[src/rtl/flash_ctl_pkg.sv]
// Package: constants for the boot-flash erase/lock controller.
// Assumes a 125 MHz clock and a boot-block flash with asymmetric blocks.
package flash_ctl_pkg;
  // ----------------------------------------------------------------
  // Clock and strobe timing
  // ----------------------------------------------------------------
  localparam int CLK_MHZ = 125;
  localparam int STROBE_LOW_NS = 64;      // Write strobe low width
  localparam int STROBE_HIGH_NS = 32;     // Setup/hold around strobe
  localparam int STROBE_LOW_CYC = (STROBE_LOW_NS * CLK_MHZ + 999) / 1000;
  localparam int STROBE_HIGH_CYC = (STROBE_HIGH_NS * CLK_MHZ + 999) / 1000;
  localparam int UNLOCK_SETTLE_NS = 800;  // High-voltage settle time
  localparam int UNLOCK_SETTLE_CYC =
    (UNLOCK_SETTLE_NS * CLK_MHZ + 999) / 1000;
  localparam int CNT_W = 8;
  // ----------------------------------------------------------------
  // Bus widths and block map
  // ----------------------------------------------------------------
  localparam int ADDR_W = 18;             // Word address, 256K words
  localparam int DATA_W = 16;
  localparam int NUM_GROUP = 4;           // Members of combined group
  // Block base addresses (word), combined group at bottom
  localparam logic [ADDR_W-1:0] BOOT_BASE = 18'h00000;  // 16 Kbyte
  localparam logic [ADDR_W-1:0] PARAM0_BASE = 18'h02000; // 8 Kbyte
  localparam logic [ADDR_W-1:0] PARAM1_BASE = 18'h03000; // 8 Kbyte
  localparam logic [ADDR_W-1:0] SMALL_BASE = 18'h04000;  // 96 Kbyte
  localparam logic [ADDR_W-1:0] GROUP_TOP = 18'h0ffff;   // 128 Kbyte end
  // ----------------------------------------------------------------
  // Flash commands and status
  // ----------------------------------------------------------------
  localparam logic [DATA_W-1:0] CMD_ERASE_SETUP = 16'h0020;
  localparam logic [DATA_W-1:0] CMD_ERASE_CONFIRM = 16'h00d0;
  localparam logic [DATA_W-1:0] CMD_READ_STATUS = 16'h0070;
  localparam logic [DATA_W-1:0] CMD_CLEAR_STATUS = 16'h0050;
  localparam logic [DATA_W-1:0] CMD_READ_ARRAY = 16'h00ff;
  localparam int SR_READY_BIT = 7;
  localparam int SR_ERASE_ERR_BIT = 5;
  localparam int SR_VPP_ERR_BIT = 3;
  // ----------------------------------------------------------------
  // Unlock methods
  // ----------------------------------------------------------------
  typedef enum logic [1:0] {
    UNLOCK_NONE = 2'b00,   // Boot block kept permanently unlocked
    UNLOCK_WP = 2'b01,     // Logic-level write-protect pin
    UNLOCK_HV = 2'b10      // Reset pin to high voltage level
  } unlock_mode_t;
  typedef enum logic [1:0] {
    BUS_IDLE = 2'b00,
    BUS_SETUP = 2'b01,
    BUS_STROBE = 2'b10,
    BUS_HOLD = 2'b11
  } bus_state_t;
endpackage

[src/rtl/flash_bus_cycle.sv]
// Bus-cycle engine: one write or read cycle on the flash pins.
// Assumes the flash latches address and data at the strobe's rising edge.
`timescale 1ns/1ns
module flash_bus_cycle
  import flash_ctl_pkg::*;
(
  input wire logic CLK,                 // System clock
  input wire logic RESET,               // Sync reset, high
  input wire logic start,               // Begin one cycle
  input wire logic is_write,            // 1 write, 0 read
  input wire logic [ADDR_W-1:0] addr,   // Cycle address
  input wire logic [DATA_W-1:0] wdata,  // Write data
  input wire logic [DATA_W-1:0] pin_dq, // Synchronised data in
  output logic done,                    // One-cycle completion
  output logic [DATA_W-1:0] rdata,      // Captured read data
  output logic [ADDR_W-1:0] a_out,      // Address pins
  output logic [DATA_W-1:0] dq_out,     // Data out
  output logic dq_oe,                   // Data drive enable
  output logic ce_n,                    // Chip enable
  output logic we_n,                    // Write enable
  output logic oe_n                     // Output enable
);
  bus_state_t state_q;
  logic [CNT_W-1:0] cnt_q;
  logic wr_q;

  // ----------------------------------------------------------------
  // Cycle sequencer
  // ----------------------------------------------------------------
  // Address and data are stable from setup through hold, so both the
  // falling-edge and rising-edge latching styles see valid values.
  always_ff @(posedge CLK) begin
    done <= 1'b0;
    if (RESET) begin
      state_q <= BUS_IDLE;
      cnt_q <= '0;
      wr_q <= 1'b0;
      a_out <= '0;
      dq_out <= '0;
      dq_oe <= 1'b0;
      ce_n <= 1'b1;
      we_n <= 1'b1;
      oe_n <= 1'b1;
      rdata <= '0;
    end else begin
      case (state_q)
        BUS_IDLE: begin
          if (start) begin
            wr_q <= is_write;
            a_out <= addr;
            dq_out <= wdata;
            dq_oe <= is_write;
            ce_n <= 1'b0;
            cnt_q <= CNT_W'(STROBE_HIGH_CYC);
            state_q <= BUS_SETUP;
          end
        end
        BUS_SETUP: begin
          if (cnt_q == '0) begin
            we_n <= ~wr_q;
            oe_n <= wr_q;
            cnt_q <= CNT_W'(STROBE_LOW_CYC);
            state_q <= BUS_STROBE;
          end else begin
            cnt_q <= cnt_q - 1'b1;
          end
        end
        BUS_STROBE: begin
          if (cnt_q == '0) begin
            we_n <= 1'b1;         // Rising edge latches addr and data
            oe_n <= 1'b1;
            if (!wr_q) begin
              rdata <= pin_dq;
            end
            cnt_q <= CNT_W'(STROBE_HIGH_CYC);
            state_q <= BUS_HOLD;
          end else begin
            cnt_q <= cnt_q - 1'b1;
          end
        end
        BUS_HOLD: begin
          if (cnt_q == '0) begin
            ce_n <= 1'b1;
            dq_oe <= 1'b0;
            done <= 1'b1;
            state_q <= BUS_IDLE;
          end else begin
            cnt_q <= cnt_q - 1'b1;
          end
        end
        default: state_q <= BUS_IDLE;
      endcase
    end
  end
endmodule

[src/rtl/flash_erase_ctl.sv]
// Erase and lock controller that drives a boot-block flash over its pins.
// Assumes external switches turn the program and high voltages on and off,
// and that the flash status byte is read back on the data pins.
//
// Overview of operation
// - Erase of any group member erases all four in turn, stopping at the first member that fails
// - Unlock boot block whenever the group is erased
// - No write-protect pin: raise reset to high voltage
// - Cut program voltage on locked-sector addresses
// - Flash runs the erase timing; controller polls the status register
// - Write-protect pin always driven, never floating
`timescale 1ns/1ns
module flash_erase_ctl
  import flash_ctl_pkg::*;
(
  input wire logic CLK,                   // System clock
  input wire logic RESET,                 // Sync reset, high
  input wire logic ERASE_REQ,             // Erase request pulse
  input wire logic [ADDR_W-1:0] ERASE_ADDR, // Any address in block
  input wire logic [1:0] UNLOCK_MODE,     // unlock_mode_t
  input wire logic [ADDR_W-1:0] LOCK_LO,  // Protected range low
  input wire logic [ADDR_W-1:0] LOCK_HI,  // Protected range high
  input wire logic LOCK_EN,               // Enable range protection
  input wire logic [DATA_W-1:0] DQ_IN,    // Flash data pins in
  output logic [DATA_W-1:0] DQ_OUT,       // Flash data pins out
  output logic DQ_OE,                     // Data pin drive enable
  output logic [ADDR_W-1:0] A,            // Flash address pins
  output logic CE_N,                      // Chip enable
  output logic WE_N,                      // Write enable
  output logic OE_N,                      // Output enable
  output logic WRITE_PROTECT_N,           // Write-protect pin level
  output logic RESET_POWERDOWN_N,         // Reset/power-down logic level
  output logic HIGH_VOLTAGE_EN,           // Switch reset pin to 12V
  output logic PROGRAM_VOLTAGE_EN,        // Switch program voltage on
  output logic BUSY,                      // Erase in progress
  output logic ERR,                       // Last erase failed
  output logic ERASE_DONE                 // One-cycle completion
);
  typedef enum logic [3:0] {
    ST_IDLE = 4'b0000,
    ST_UNLOCK = 4'b0001,
    ST_CLR = 4'b0010,
    ST_SETUP = 4'b0011,
    ST_CONFIRM = 4'b0100,
    ST_POLL_CMD = 4'b0101,
    ST_POLL = 4'b0110,
    ST_CHECK = 4'b0111,
    ST_RELOCK = 4'b1000,
    ST_FINISH = 4'b1001
  } erase_state_t;

  erase_state_t state_q;
  logic [DATA_W-1:0] dq_s1_q, dq_s2_q;
  logic [1:0] idx_q;
  logic group_q, fail_q;
  logic [ADDR_W-1:0] blk_q;
  logic [CNT_W-1:0] wait_q;
  logic bus_start, bus_write, bus_done;
  logic [ADDR_W-1:0] bus_addr, tgt_addr;
  logic [DATA_W-1:0] bus_wdata, bus_rdata;
  logic in_group, in_locked;
  unlock_mode_t mode;

  // ----------------------------------------------------------------
  // Pin input synchroniser
  // ----------------------------------------------------------------
  // Data pins are asynchronous to CLK; two flops before use
  always_ff @(posedge CLK) begin
    if (RESET) begin
      dq_s1_q <= '0;
      dq_s2_q <= '0;
    end else begin
      dq_s1_q <= DQ_IN;
      dq_s2_q <= dq_s1_q;
    end
  end

  // ----------------------------------------------------------------
  // Address decode
  // ----------------------------------------------------------------
  assign mode = unlock_mode_t'(UNLOCK_MODE);
  assign in_group = (ERASE_ADDR <= GROUP_TOP);
  // Member base per step; the group always goes boot first
  always_comb begin
    case (idx_q)
      2'd0: tgt_addr = BOOT_BASE;
      2'd1: tgt_addr = PARAM0_BASE;
      2'd2: tgt_addr = PARAM1_BASE;
      default: tgt_addr = SMALL_BASE;
    endcase
    if (!group_q) begin
      tgt_addr = blk_q;
    end
  end
  // Only the boot block has device locking; others protected here
  assign in_locked = LOCK_EN && (bus_addr >= LOCK_LO) &&
                     (bus_addr <= LOCK_HI);

  // ----------------------------------------------------------------
  // Erase sequencer
  // ----------------------------------------------------------------
  always_ff @(posedge CLK) begin
    ERASE_DONE <= 1'b0;
    if (RESET) begin
      state_q <= ST_IDLE;
      idx_q <= 2'd0;
      group_q <= 1'b0;
      fail_q <= 1'b0;
      blk_q <= '0;
      wait_q <= '0;
      ERR <= 1'b0;
    end else begin
      case (state_q)
        ST_IDLE: begin
          if (ERASE_REQ) begin
            group_q <= in_group;
            blk_q <= ERASE_ADDR;
            idx_q <= 2'd0;
            fail_q <= 1'b0;
            wait_q <= CNT_W'(UNLOCK_SETTLE_CYC);
            state_q <= ST_UNLOCK;
          end
        end
        ST_UNLOCK: begin
          // Let the unlock level settle before any command
          if (wait_q == '0) begin
            state_q <= ST_CLR;
          end else begin
            wait_q <= wait_q - 1'b1;
          end
        end
        ST_CLR: if (bus_done) state_q <= ST_SETUP;
        ST_SETUP: if (bus_done) state_q <= ST_CONFIRM;
        ST_CONFIRM: if (bus_done) state_q <= ST_POLL_CMD;
        ST_POLL_CMD: if (bus_done) state_q <= ST_POLL;
        ST_POLL: begin
          if (bus_done && bus_rdata[SR_READY_BIT]) begin
            state_q <= ST_CHECK;
          end
        end
        ST_CHECK: begin
          // Check each member before issuing the next one
          if (bus_rdata[SR_ERASE_ERR_BIT] || bus_rdata[SR_VPP_ERR_BIT]) begin
            fail_q <= 1'b1;
            state_q <= ST_RELOCK;
          end else if (group_q && idx_q != 2'(NUM_GROUP - 1)) begin
            idx_q <= idx_q + 2'd1;
            state_q <= ST_CLR;
          end else begin
            state_q <= ST_RELOCK;
          end
        end
        ST_RELOCK: if (bus_done) state_q <= ST_FINISH;
        ST_FINISH: begin
          ERR <= fail_q;
          ERASE_DONE <= 1'b1;
          state_q <= ST_IDLE;
        end
        default: state_q <= ST_IDLE;
      endcase
    end
  end

  // ----------------------------------------------------------------
  // Bus cycle requests
  // ----------------------------------------------------------------
  // A one-cycle request is raised on entry to each bus state; issued_q holds off repeats until done
  logic issued_q;
  always_ff @(posedge CLK) begin
    if (RESET || bus_done) begin
      issued_q <= 1'b0;
    end else if (bus_start) begin
      issued_q <= 1'b1;
    end
  end

  always_comb begin
    bus_start = 1'b0;
    bus_write = 1'b1;
    bus_addr = tgt_addr;
    bus_wdata = CMD_READ_STATUS;
    case (state_q)
      ST_CLR: bus_wdata = CMD_CLEAR_STATUS;
      ST_SETUP: bus_wdata = CMD_ERASE_SETUP;
      ST_CONFIRM: bus_wdata = CMD_ERASE_CONFIRM;
      ST_POLL: bus_write = 1'b0;
      ST_RELOCK: bus_wdata = CMD_READ_ARRAY;
      default: bus_wdata = CMD_READ_STATUS;
    endcase
    case (state_q)
      ST_CLR, ST_SETUP, ST_CONFIRM, ST_POLL_CMD, ST_POLL, ST_RELOCK:
        bus_start = !issued_q;
      default: bus_start = 1'b0;
    endcase
  end

  flash_bus_cycle u_bus (
    .CLK(CLK),
    .RESET(RESET),
    .start(bus_start),
    .is_write(bus_write),
    .addr(bus_addr),
    .wdata(bus_wdata),
    .pin_dq(dq_s2_q),
    .done(bus_done),
    .rdata(bus_rdata),
    .a_out(A),
    .dq_out(DQ_OUT),
    .dq_oe(DQ_OE),
    .ce_n(CE_N),
    .we_n(WE_N),
    .oe_n(OE_N)
  );

  // ----------------------------------------------------------------
  // Lock control pins
  // ----------------------------------------------------------------
  // Outside UNLOCK_NONE, unlock only for the erase; boot block locked again afterwards so
  // stray writes between erases cannot reach it.
  always_ff @(posedge CLK) begin
    if (RESET) begin
      WRITE_PROTECT_N <= 1'b0;       // Driven low, never floating
      HIGH_VOLTAGE_EN <= 1'b0;
      RESET_POWERDOWN_N <= 1'b0;     // Held in reset: all locked
      PROGRAM_VOLTAGE_EN <= 1'b0;
      BUSY <= 1'b0;
    end else begin
      RESET_POWERDOWN_N <= 1'b1;
      BUSY <= (state_q != ST_IDLE);
      if (mode == UNLOCK_NONE) begin
        WRITE_PROTECT_N <= 1'b1;     // Permanently unlocked
        HIGH_VOLTAGE_EN <= 1'b0;
      end else begin
        WRITE_PROTECT_N <= (mode == UNLOCK_WP) &&
                           (state_q != ST_IDLE);
        HIGH_VOLTAGE_EN <= (mode == UNLOCK_HV) &&
                           (state_q != ST_IDLE);
      end
      // Program voltage off for protected sectors and when idle
      PROGRAM_VOLTAGE_EN <= (state_q != ST_IDLE) && !in_locked;
    end
  end
endmodule
[config.mk]
export PLATFORM = sky130hd
export DESIGN_NAME = flash_erase_ctl
export DESIGN_NICKNAME = d
export VERILOG_FILES = /design/src/rtl/flash_ctl_pkg.sv /design/src/rtl/flash_bus_cycle.sv /design/src/rtl/flash_erase_ctl.sv
export SDC_FILE = /design/constraint.sdc
export NUM_CORES = 1
export LEC_CHECK = 0
export BUFFER_PORTS_ARGS = -buffer_cell sky130_fd_sc_hd__buf_2
export CORE_MARGIN = 3
export CORE_UTILIZATION = 53
export DETAILED_ROUTE_END_ITERATION = 7
export GPL_TIMING_DRIVEN = 0
export PLACE_DENSITY = 0.83
export SKIP_LAST_GASP = 1
export SYNTH_ARGS = -nofsm -noshare
export SYNTH_HDL_FRONTEND = slang
export SYNTH_SLANG_ARGS = --single-unit
[constraint.sdc]
create_clock -name CLK -period 6.49 [get_ports CLK]
set_input_delay 0 -clock CLK [delete_from_list [all_inputs] [get_ports CLK]]
set_output_delay 0 -clock CLK [all_outputs]
set_load 0.03 [all_outputs]
Word level (Yosys, flattened, before mapping)

Cells that the tools add are included.

Flip-flop bits (word level): 116
Input bits: 76
Output and inout port bits: 45
Logic and storage cells: 155

$add $sub $neg: 3
Order comparisons: 3
Equal/unequal tests: 34
Mux-type cells: 50
Bitwise operators: 2
Reductions and logical operators: 36

Operator list:

| kind                                                                    | number |
|---|---|
| 8-bit one-hot mux with 4 select lines                                   | 2 |
| 8-bit 2-to-1 mux                                                        | 6 |
| 15-bit one-hot mux with 3 select lines                                  | 1 |
| 4-bit 2-to-1 mux                                                        | 10 |
| 4-bit one-hot mux with 9 select lines                                   | 1 |
| 2-bit inequality test, second input constant                            | 10 |
| 18-bit >= comparator                                                    | 1 |
| 18-bit by 16-bit <= comparator with 1-bit output, second input constant | 1 |
| 18-bit <= comparator                                                    | 1 |
| 18-bit 2-to-1 mux                                                       | 1 |
| 4-bit by 3-bit equality test with 1-bit output, second input constant   | 4 |
| 8-bit logical NOT                                                       | 2 |
| 2-bit by 1-bit inequality test with 1-bit output, second input constant | 8 |
| 8-bit one-hot mux with 2 select lines                                   | 1 |
| 8-bit by 1-bit subtractor with 8-bit output, second input constant      | 2 |
| 3-bit AND reduction                                                     | 5 |
| 1-bit 2-to-1 mux                                                        | 14 |
| 2-bit 2-to-1 mux                                                        | 7 |
| 1-bit one-hot mux with 2 select lines                                   | 5 |
| 2-bit equality test, second input constant                              | 4 |
| 4-bit by 2-bit equality test with 1-bit output, second input constant   | 2 |
| 4-bit equality test, second input constant                              | 2 |
| 2-bit one-hot mux with 4 select lines                                   | 1 |
| 4-bit AND reduction                                                     | 2 |
| 16 further kinds                                                        | 35 |

Logic depth before layout (Yosys ltp)

Depth in word-level cells: 8
Depth in mapped cells: 11
Gate-level depth less buffers: 10

Hierarchy

Synthesis repeated with hierarchy kept, for this count alone.

Cells, all modules: 741
Area total of the unflattened synthesis: 6456.2 µm²

By module, submodules not included:

| module          | instances | cells each | area an instance (µm²) | sequential area each (µm²) |
|---|---|---|---|---|
| flash_erase_ctl | 1         | 427        | 3757.4                 | 1481.4 |
| flash_bus_cycle | 1         | 314        | 2698.8                 | 1321.3 |

Worst setup path after synthesis

No wires, ideal clock.

Path type: register -> register
Start: register group_q
End: register PROGRAM_VOLTAGE_EN
Setup time: 0.075 ns
Arrival: 2.340 ns
Required time: 6.415 ns
Setup slack: 4.075 ns
Stages on the path, launching flop included: 11
Buffers on the path: 2
Clock period less this slack: 2.415 ns
Path through: dfxtp_1 > clkbuf_1 > buf_1 > nor2b_1 > ha_1 > a21o_1 > maj3_1 > a21o_1 > a21oi_1 > o311ai_0 > o22ai_1

Longest elaborated chain between the ends: 6
Elaborated cells between the ends (all ways): 7
Those cells by class: order compare: 2; mux: 1; reduce/logical: 4

RTL lines:

| what                     | RTL line               | RTL |
|---|---|---|
| start: declaration       | flash_erase_ctl.sv:55  | `logic group_q, fail_q;` |
| start signal: assignment | flash_erase_ctl.sv:116 | `group_q <= in_group;` |
| 18-bit 2-to-1 mux *      | flash_erase_ctl.sv:91  | `if (!group_q) begin` |
| net bus_addr[3]          | flash_erase_ctl.sv:59  | `logic [ADDR_W-1:0] bus_addr, tgt_addr;` |
| 18-bit >= comparator     | flash_erase_ctl.sv:96  | `assign in_locked = LOCK_EN && (bus_addr >= LOCK_LO) &&` |
| 1-bit logical AND        | flash_erase_ctl.sv:96  |  |
| 1-bit logical AND *      | flash_erase_ctl.sv:96  |  |
| 1-bit logical NOT *      | flash_erase_ctl.sv:240 | `PROGRAM_VOLTAGE_EN <= (state_q != ST_IDLE) && !in_locked;` |
| 1-bit logical AND *      | flash_erase_ctl.sv:240 |  |
| end signal: assignment   | flash_erase_ctl.sv:240 |  |
| end: declaration         | flash_erase_ctl.sv:34  | `output logic PROGRAM_VOLTAGE_EN,` |

Mark *: on every way through the listed nets, which the timed path passes. The rest lies on a longest branch.
A chain may end at the register's enable or synchronous reset.

Worst setup path after layout

Ends and elaborated chain as after synthesis.

==> flow_results.xml <==
<?xml version="1.0" encoding="UTF-8"?>
<metrics>
  <group name="detailed_routing">
    <metric name="postRouteWirelength" unit="mm">12.5</metric>
    <metric name="drc" unit="">0</metric>
    <metric name="drt_iter0_drc" unit="">207</metric>
    <metric name="drtPass1Iterations" unit="">5</metric>
    <metric name="num_vias" unit="">4600</metric>
    <metric name="antenna_violating_nets_post_route" unit="">0</metric>
    <metric name="avg_vias_per_cell" unit="">5.45</metric>
    <metric name="drt-wirelength-per-cell" unit="um">14.9</metric>
  </group>
  <group name="timing">
    <metric name="setup_clock_skew_after_layout" unit="ps">11.6</metric>
    <metric name="hold_viol" unit="">0</metric>
    <metric name="max_clock_freq" unit="MHz">328</metric>
    <metric name="relSlewSlack" unit="%">56.4</metric>
    <metric name="timing_max_transition_violations_final" unit="">0</metric>
    <metric name="tightestPinTransition" unit="ps">655</metric>
    <metric name="fin_setup_tns" unit="ps">0</metric>
    <metric name="period_share" unit="%">47.0</metric>
    <metric name="unrepaired_setup_endpoints_after_global_routing" unit="">no</metric>
    <metric name="report.final.setup_viol" unit="">0</metric>
    <metric name="final_period_minus_worst_setup_slack" unit="ps">3050</metric>
  </group>
  <group name="run_status">
    <metric name="run_status" unit="">complete, no violations</metric>
  </group>
  <group name="power">
    <metric name="power.density" unit="nW/um^2">358</metric>
    <metric name="power.leakage" unit="uW">0.00276</metric>
    <metric name="power.ir.vdd_worst" unit="mV">0.198</metric>
    <metric name="power" unit="uW">2110</metric>
  </group>
  <group name="cts">
    <metric name="clock_sink_count" unit="">89</metric>
    <metric name="clock_tree.root_cell" unit="">clkbuf_8</metric>
    <metric name="post_cts_buffers" unit="">0</metric>
    <metric name="clock_tree_from_tritoncts" unit="">built</metric>
    <metric name="htree_num_levels" unit="">3</metric>
    <metric name="number_of_cts_inserted_buffers" unit="">9</metric>
    <metric name="postCtsResizedCells" unit="">0</metric>
    <metric name="worst_skew_pair.late_latency" unit="ps">360</metric>
    <metric name="worst_setup_hold_path_clk_slew" unit="ps">90</metric>
    <metric name="clock_tree.buffer_depth" unit="">2</metric>
  </group>
  <group name="critical_path">
    <metric name="cpLargestDelayFamily" unit="">compound AO/OA/AOI/OAI gates</metric>
    <metric name="cp_num_buf_inv" unit="">2</metric>
    <metric name="critical_path.cell_chain" unit="">clkbuf_1 -&gt; buf_1 -&gt; nor2b_1 -&gt; ha_1 -&gt; a21o_1 -&gt; maj3_1 -&gt; a21o_1 -&gt; a21oi_1 -&gt; o311ai_0 -&gt; o22ai_1</metric>
    <metric name="crit_fanout" unit="">10</metric>
    <metric name="crit_path_max_incr_delay" unit="ps">440</metric>
    <metric name="max_stage_delay_cell_worst_path" unit="">buf_1</metric>
    <metric name="worst_ep_arrival_time" unit="ps">3340</metric>
    <metric name="setup.worst_path.end_class" unit="">flip-flop</metric>
    <metric name="timing.setup.critical_path_class" unit="">flip-flop to flip-flop</metric>
    <metric name="startpoint_type" unit="">flip-flop</metric>
    <metric name="worst_ep_required_time" unit="ps">6780</metric>
    <metric name="critPathMostFrequentCell" unit="">a21o_1</metric>
  </group>
  <group name="placed_design">
    <metric name="detailedPlacementHpwl" unit="mm">9.48</metric>
    <metric name="io_buffer_count" unit="">98</metric>
    <metric name="finalWeightedCongestion" unit="">0.903</metric>
  </group>
  <group name="logic_synthesis">
    <metric name="post_synth_inst_count" unit="">591</metric>
    <metric name="synth.cell_area" unit="um^2">4810</metric>
    <metric name="post_synth.cell_area_avg" unit="um^2">8.13</metric>
    <metric name="synth_async_sr_flop_share" unit="%">0</metric>
    <metric name="synth.distinct_cells" unit="">63</metric>
    <metric name="top_reg_cell_synth" unit="">dfxtp_1</metric>
    <metric name="synth_seq_cells" unit="">89</metric>
    <metric name="yosysSeqAreaShare" unit="%">37.1</metric>
    <metric name="number_of_warnings_printed_during_yosys_synthesis" unit="">0</metric>
    <metric name="synth_enable_flop_cells" unit="">0</metric>
  </group>
  <group name="grt">
    <metric name="gr-total-overflow" unit="">0</metric>
    <metric name="maximum_number_of_pins_on_one_net_before_global_route_repair" unit="">15</metric>
    <metric name="initial_antenna_violation_count" unit="">0</metric>
    <metric name="grt_pass1_wl" unit="mm">19.9</metric>
    <metric name="grt_pass1_vias" unit="">4213</metric>
    <metric name="global_routing_usage_summed_across_all_routing_layers" unit="%">24.2</metric>
  </group>
  <group name="finish">
    <metric name="most-common-layout-cells" unit="">buf_2, dfxtp_1, nand2_1</metric>
    <metric name="total_inserted_antenna_cells" unit="">0</metric>
    <metric name="drive_above_1_share" unit="%">19.7</metric>
    <metric name="layout-area-overhead-vs-synth" unit="%">22.5</metric>
    <metric name="regArea" unit="um^2">1780</metric>
    <metric name="finalNetCount" unit="">852</metric>
    <metric name="layout_commonest_cell" unit="">buf_2</metric>
    <metric name="multiInputGateArea" unit="um^2">2670</metric>
    <metric name="layout.filler_cells" unit="">700</metric>
  </group>
  <group name="floorplan">
    <metric name="initial_utilization" unit="%">54.8</metric>
    <metric name="ioPinCount" unit="">121</metric>
    <metric name="rows" unit="">34</metric>
    <metric name="core" unit="um^2">8760</metric>
    <metric name="fp.dieW" unit="um">101</metric>
    <metric name="die_area" unit="um^2">10200</metric>
    <metric name="die_height" unit="um">101</metric>
  </group>
  <group name="job">
    <metric name="max_cap_violations" unit="">0</metric>
  </group>
  <group name="min_path">
    <metric name="hold_crit_path_type" unit="">primary input to flip-flop</metric>
  </group>
</metrics>
metal layers:
metal	up-vias	share of wire, %	wire length (um)	global-route usage [%]
li1	2266	-	-	-
met1	2125	44	5510	32.0
met2	168	47	5900	40.0
met3	41	6.3	791	4.82
met4	0	2.8	352	7.36
met5	-	0	0	0
stage by stage:
step	setup WS [ps]	hold slack [ps]	utilization (%)	instances	area, um^2
2_1_floorplan	4080	72.8	-	598	4830
3_3_place_gp	3590	184	62.3	804	5460
3_5_place_dp	3540	189	62.3	804	5460
4_1_cts	3520	61.3	67.2	844	5890
5_1_grt	3360	69.6	67.2	844	5890
6_report	3440	84.9	67.2	844	5890
logic make-up after synthesis:
| family | count (synthesis) | share of synthesized area (%) |
|---|---|---|
| other cells | 1 | 0.0780 |
| simple gates | 230 | 23.1 |
| fa+ha+maj | 46 | 11.9 |
| compound gates | 114 | 15.0 |
| xor+xnor | 15 | 2.73 |
| buf+inv | 86 | 7.97 |
| flops | 89 | 37.1 |
| mux | 10 | 2.13 |
sequential cells by signal, summed over array words and instances (netlist names), 2 cells and up:
register	cells
u_bus.rdata	3
u_bus.cnt_q	8
u_bus.dq_out	4
state_q	4
u_bus.state_q	2
idx_q	2
blk_q	18
dq_s2_q	3
u_bus.a_out	18
dq_s1_q	3
wait_q	8
worst reg2reg max path, stage by stage (launching register included):
cell      delay [ps]
dfxtp_1          390
clkbuf_1         380
buf_1            440
nor2b_1          180
ha_1             330
a21o_1           190
maj3_1           350
a21o_1           180
a21oi_1          210
o311ai_0         140
o22ai_1          180
final timing paths:
path | slack, ps | endpoint | cells after the start | from
max | 3440 | PROGRAM_VOLTAGE_EN$_SDFF_PP0_ | 10 | group_q$_SDFFE_PP0P_
min | 80 | PROGRAM_VOLTAGE_EN$_SDFF_PP0_ | 4 | LOCK_EN
max reg2reg | 3440 | PROGRAM_VOLTAGE_EN$_SDFF_PP0_ | 10 | group_q$_SDFFE_PP0P_
min reg2reg | 440 | dq_s2_q[7]$_SDFF_PP0_ | 1 | dq_s1_q[7]$_SDFF_PP0_
cell usage after synthesis, types with 4 or more instances:
cell	n	area (um^2)
xnor2_1	7	61.3
inv_1	46	173
o21ai_0	13	65.1
nor3_1	26	130
nand2_1	84	315
a211oi_1	7	52.6
mux2i_1	8	80.1
ha_1	45	563
buf_1	4	15.0
clkbuf_1	19	71.3
a21oi_1	62	310
nand3_1	7	35.0
a21o_1	5	37.5
nor4_1	4	25.0
nand2b_1	7	43.8
xor2_1	8	70.1
dfxtp_1	89	1780
buf_4	13	97.6
nand4_1	7	43.8
nor2b_1	24	150
nor2_1	51	191
power breakdown:
group | switching, uW | internal, uW | leakage [uW] | total [uW]
Combinational | 626 | 376 | 0.00194 | 1000
Clock | 197 | 178 | 0.0000933 | 375
Sequential | 76.4 | 653 | 0.000726 | 729
Total | 899 | 1210 | 0.00276 | 2110
what timing repair did:
item	CTS	global route
hold buffers	24	0
endpoints found under the setup margin	0	0
hold endpoints to repair	24	0
area by class of cell:
type / count / area share (%)
clock inverter: 5 / 0.957
inverter: 46 / 2.93
sequential: 89 / 30.3
timing repair buffer: 122 / 12.4
multi-input combinational: 423 / 45.3
buffer: 40 / 3.57
tap: 108 / 2.30
clock buffer: 11 / 2.23
(Power assumes the default switching activity.)
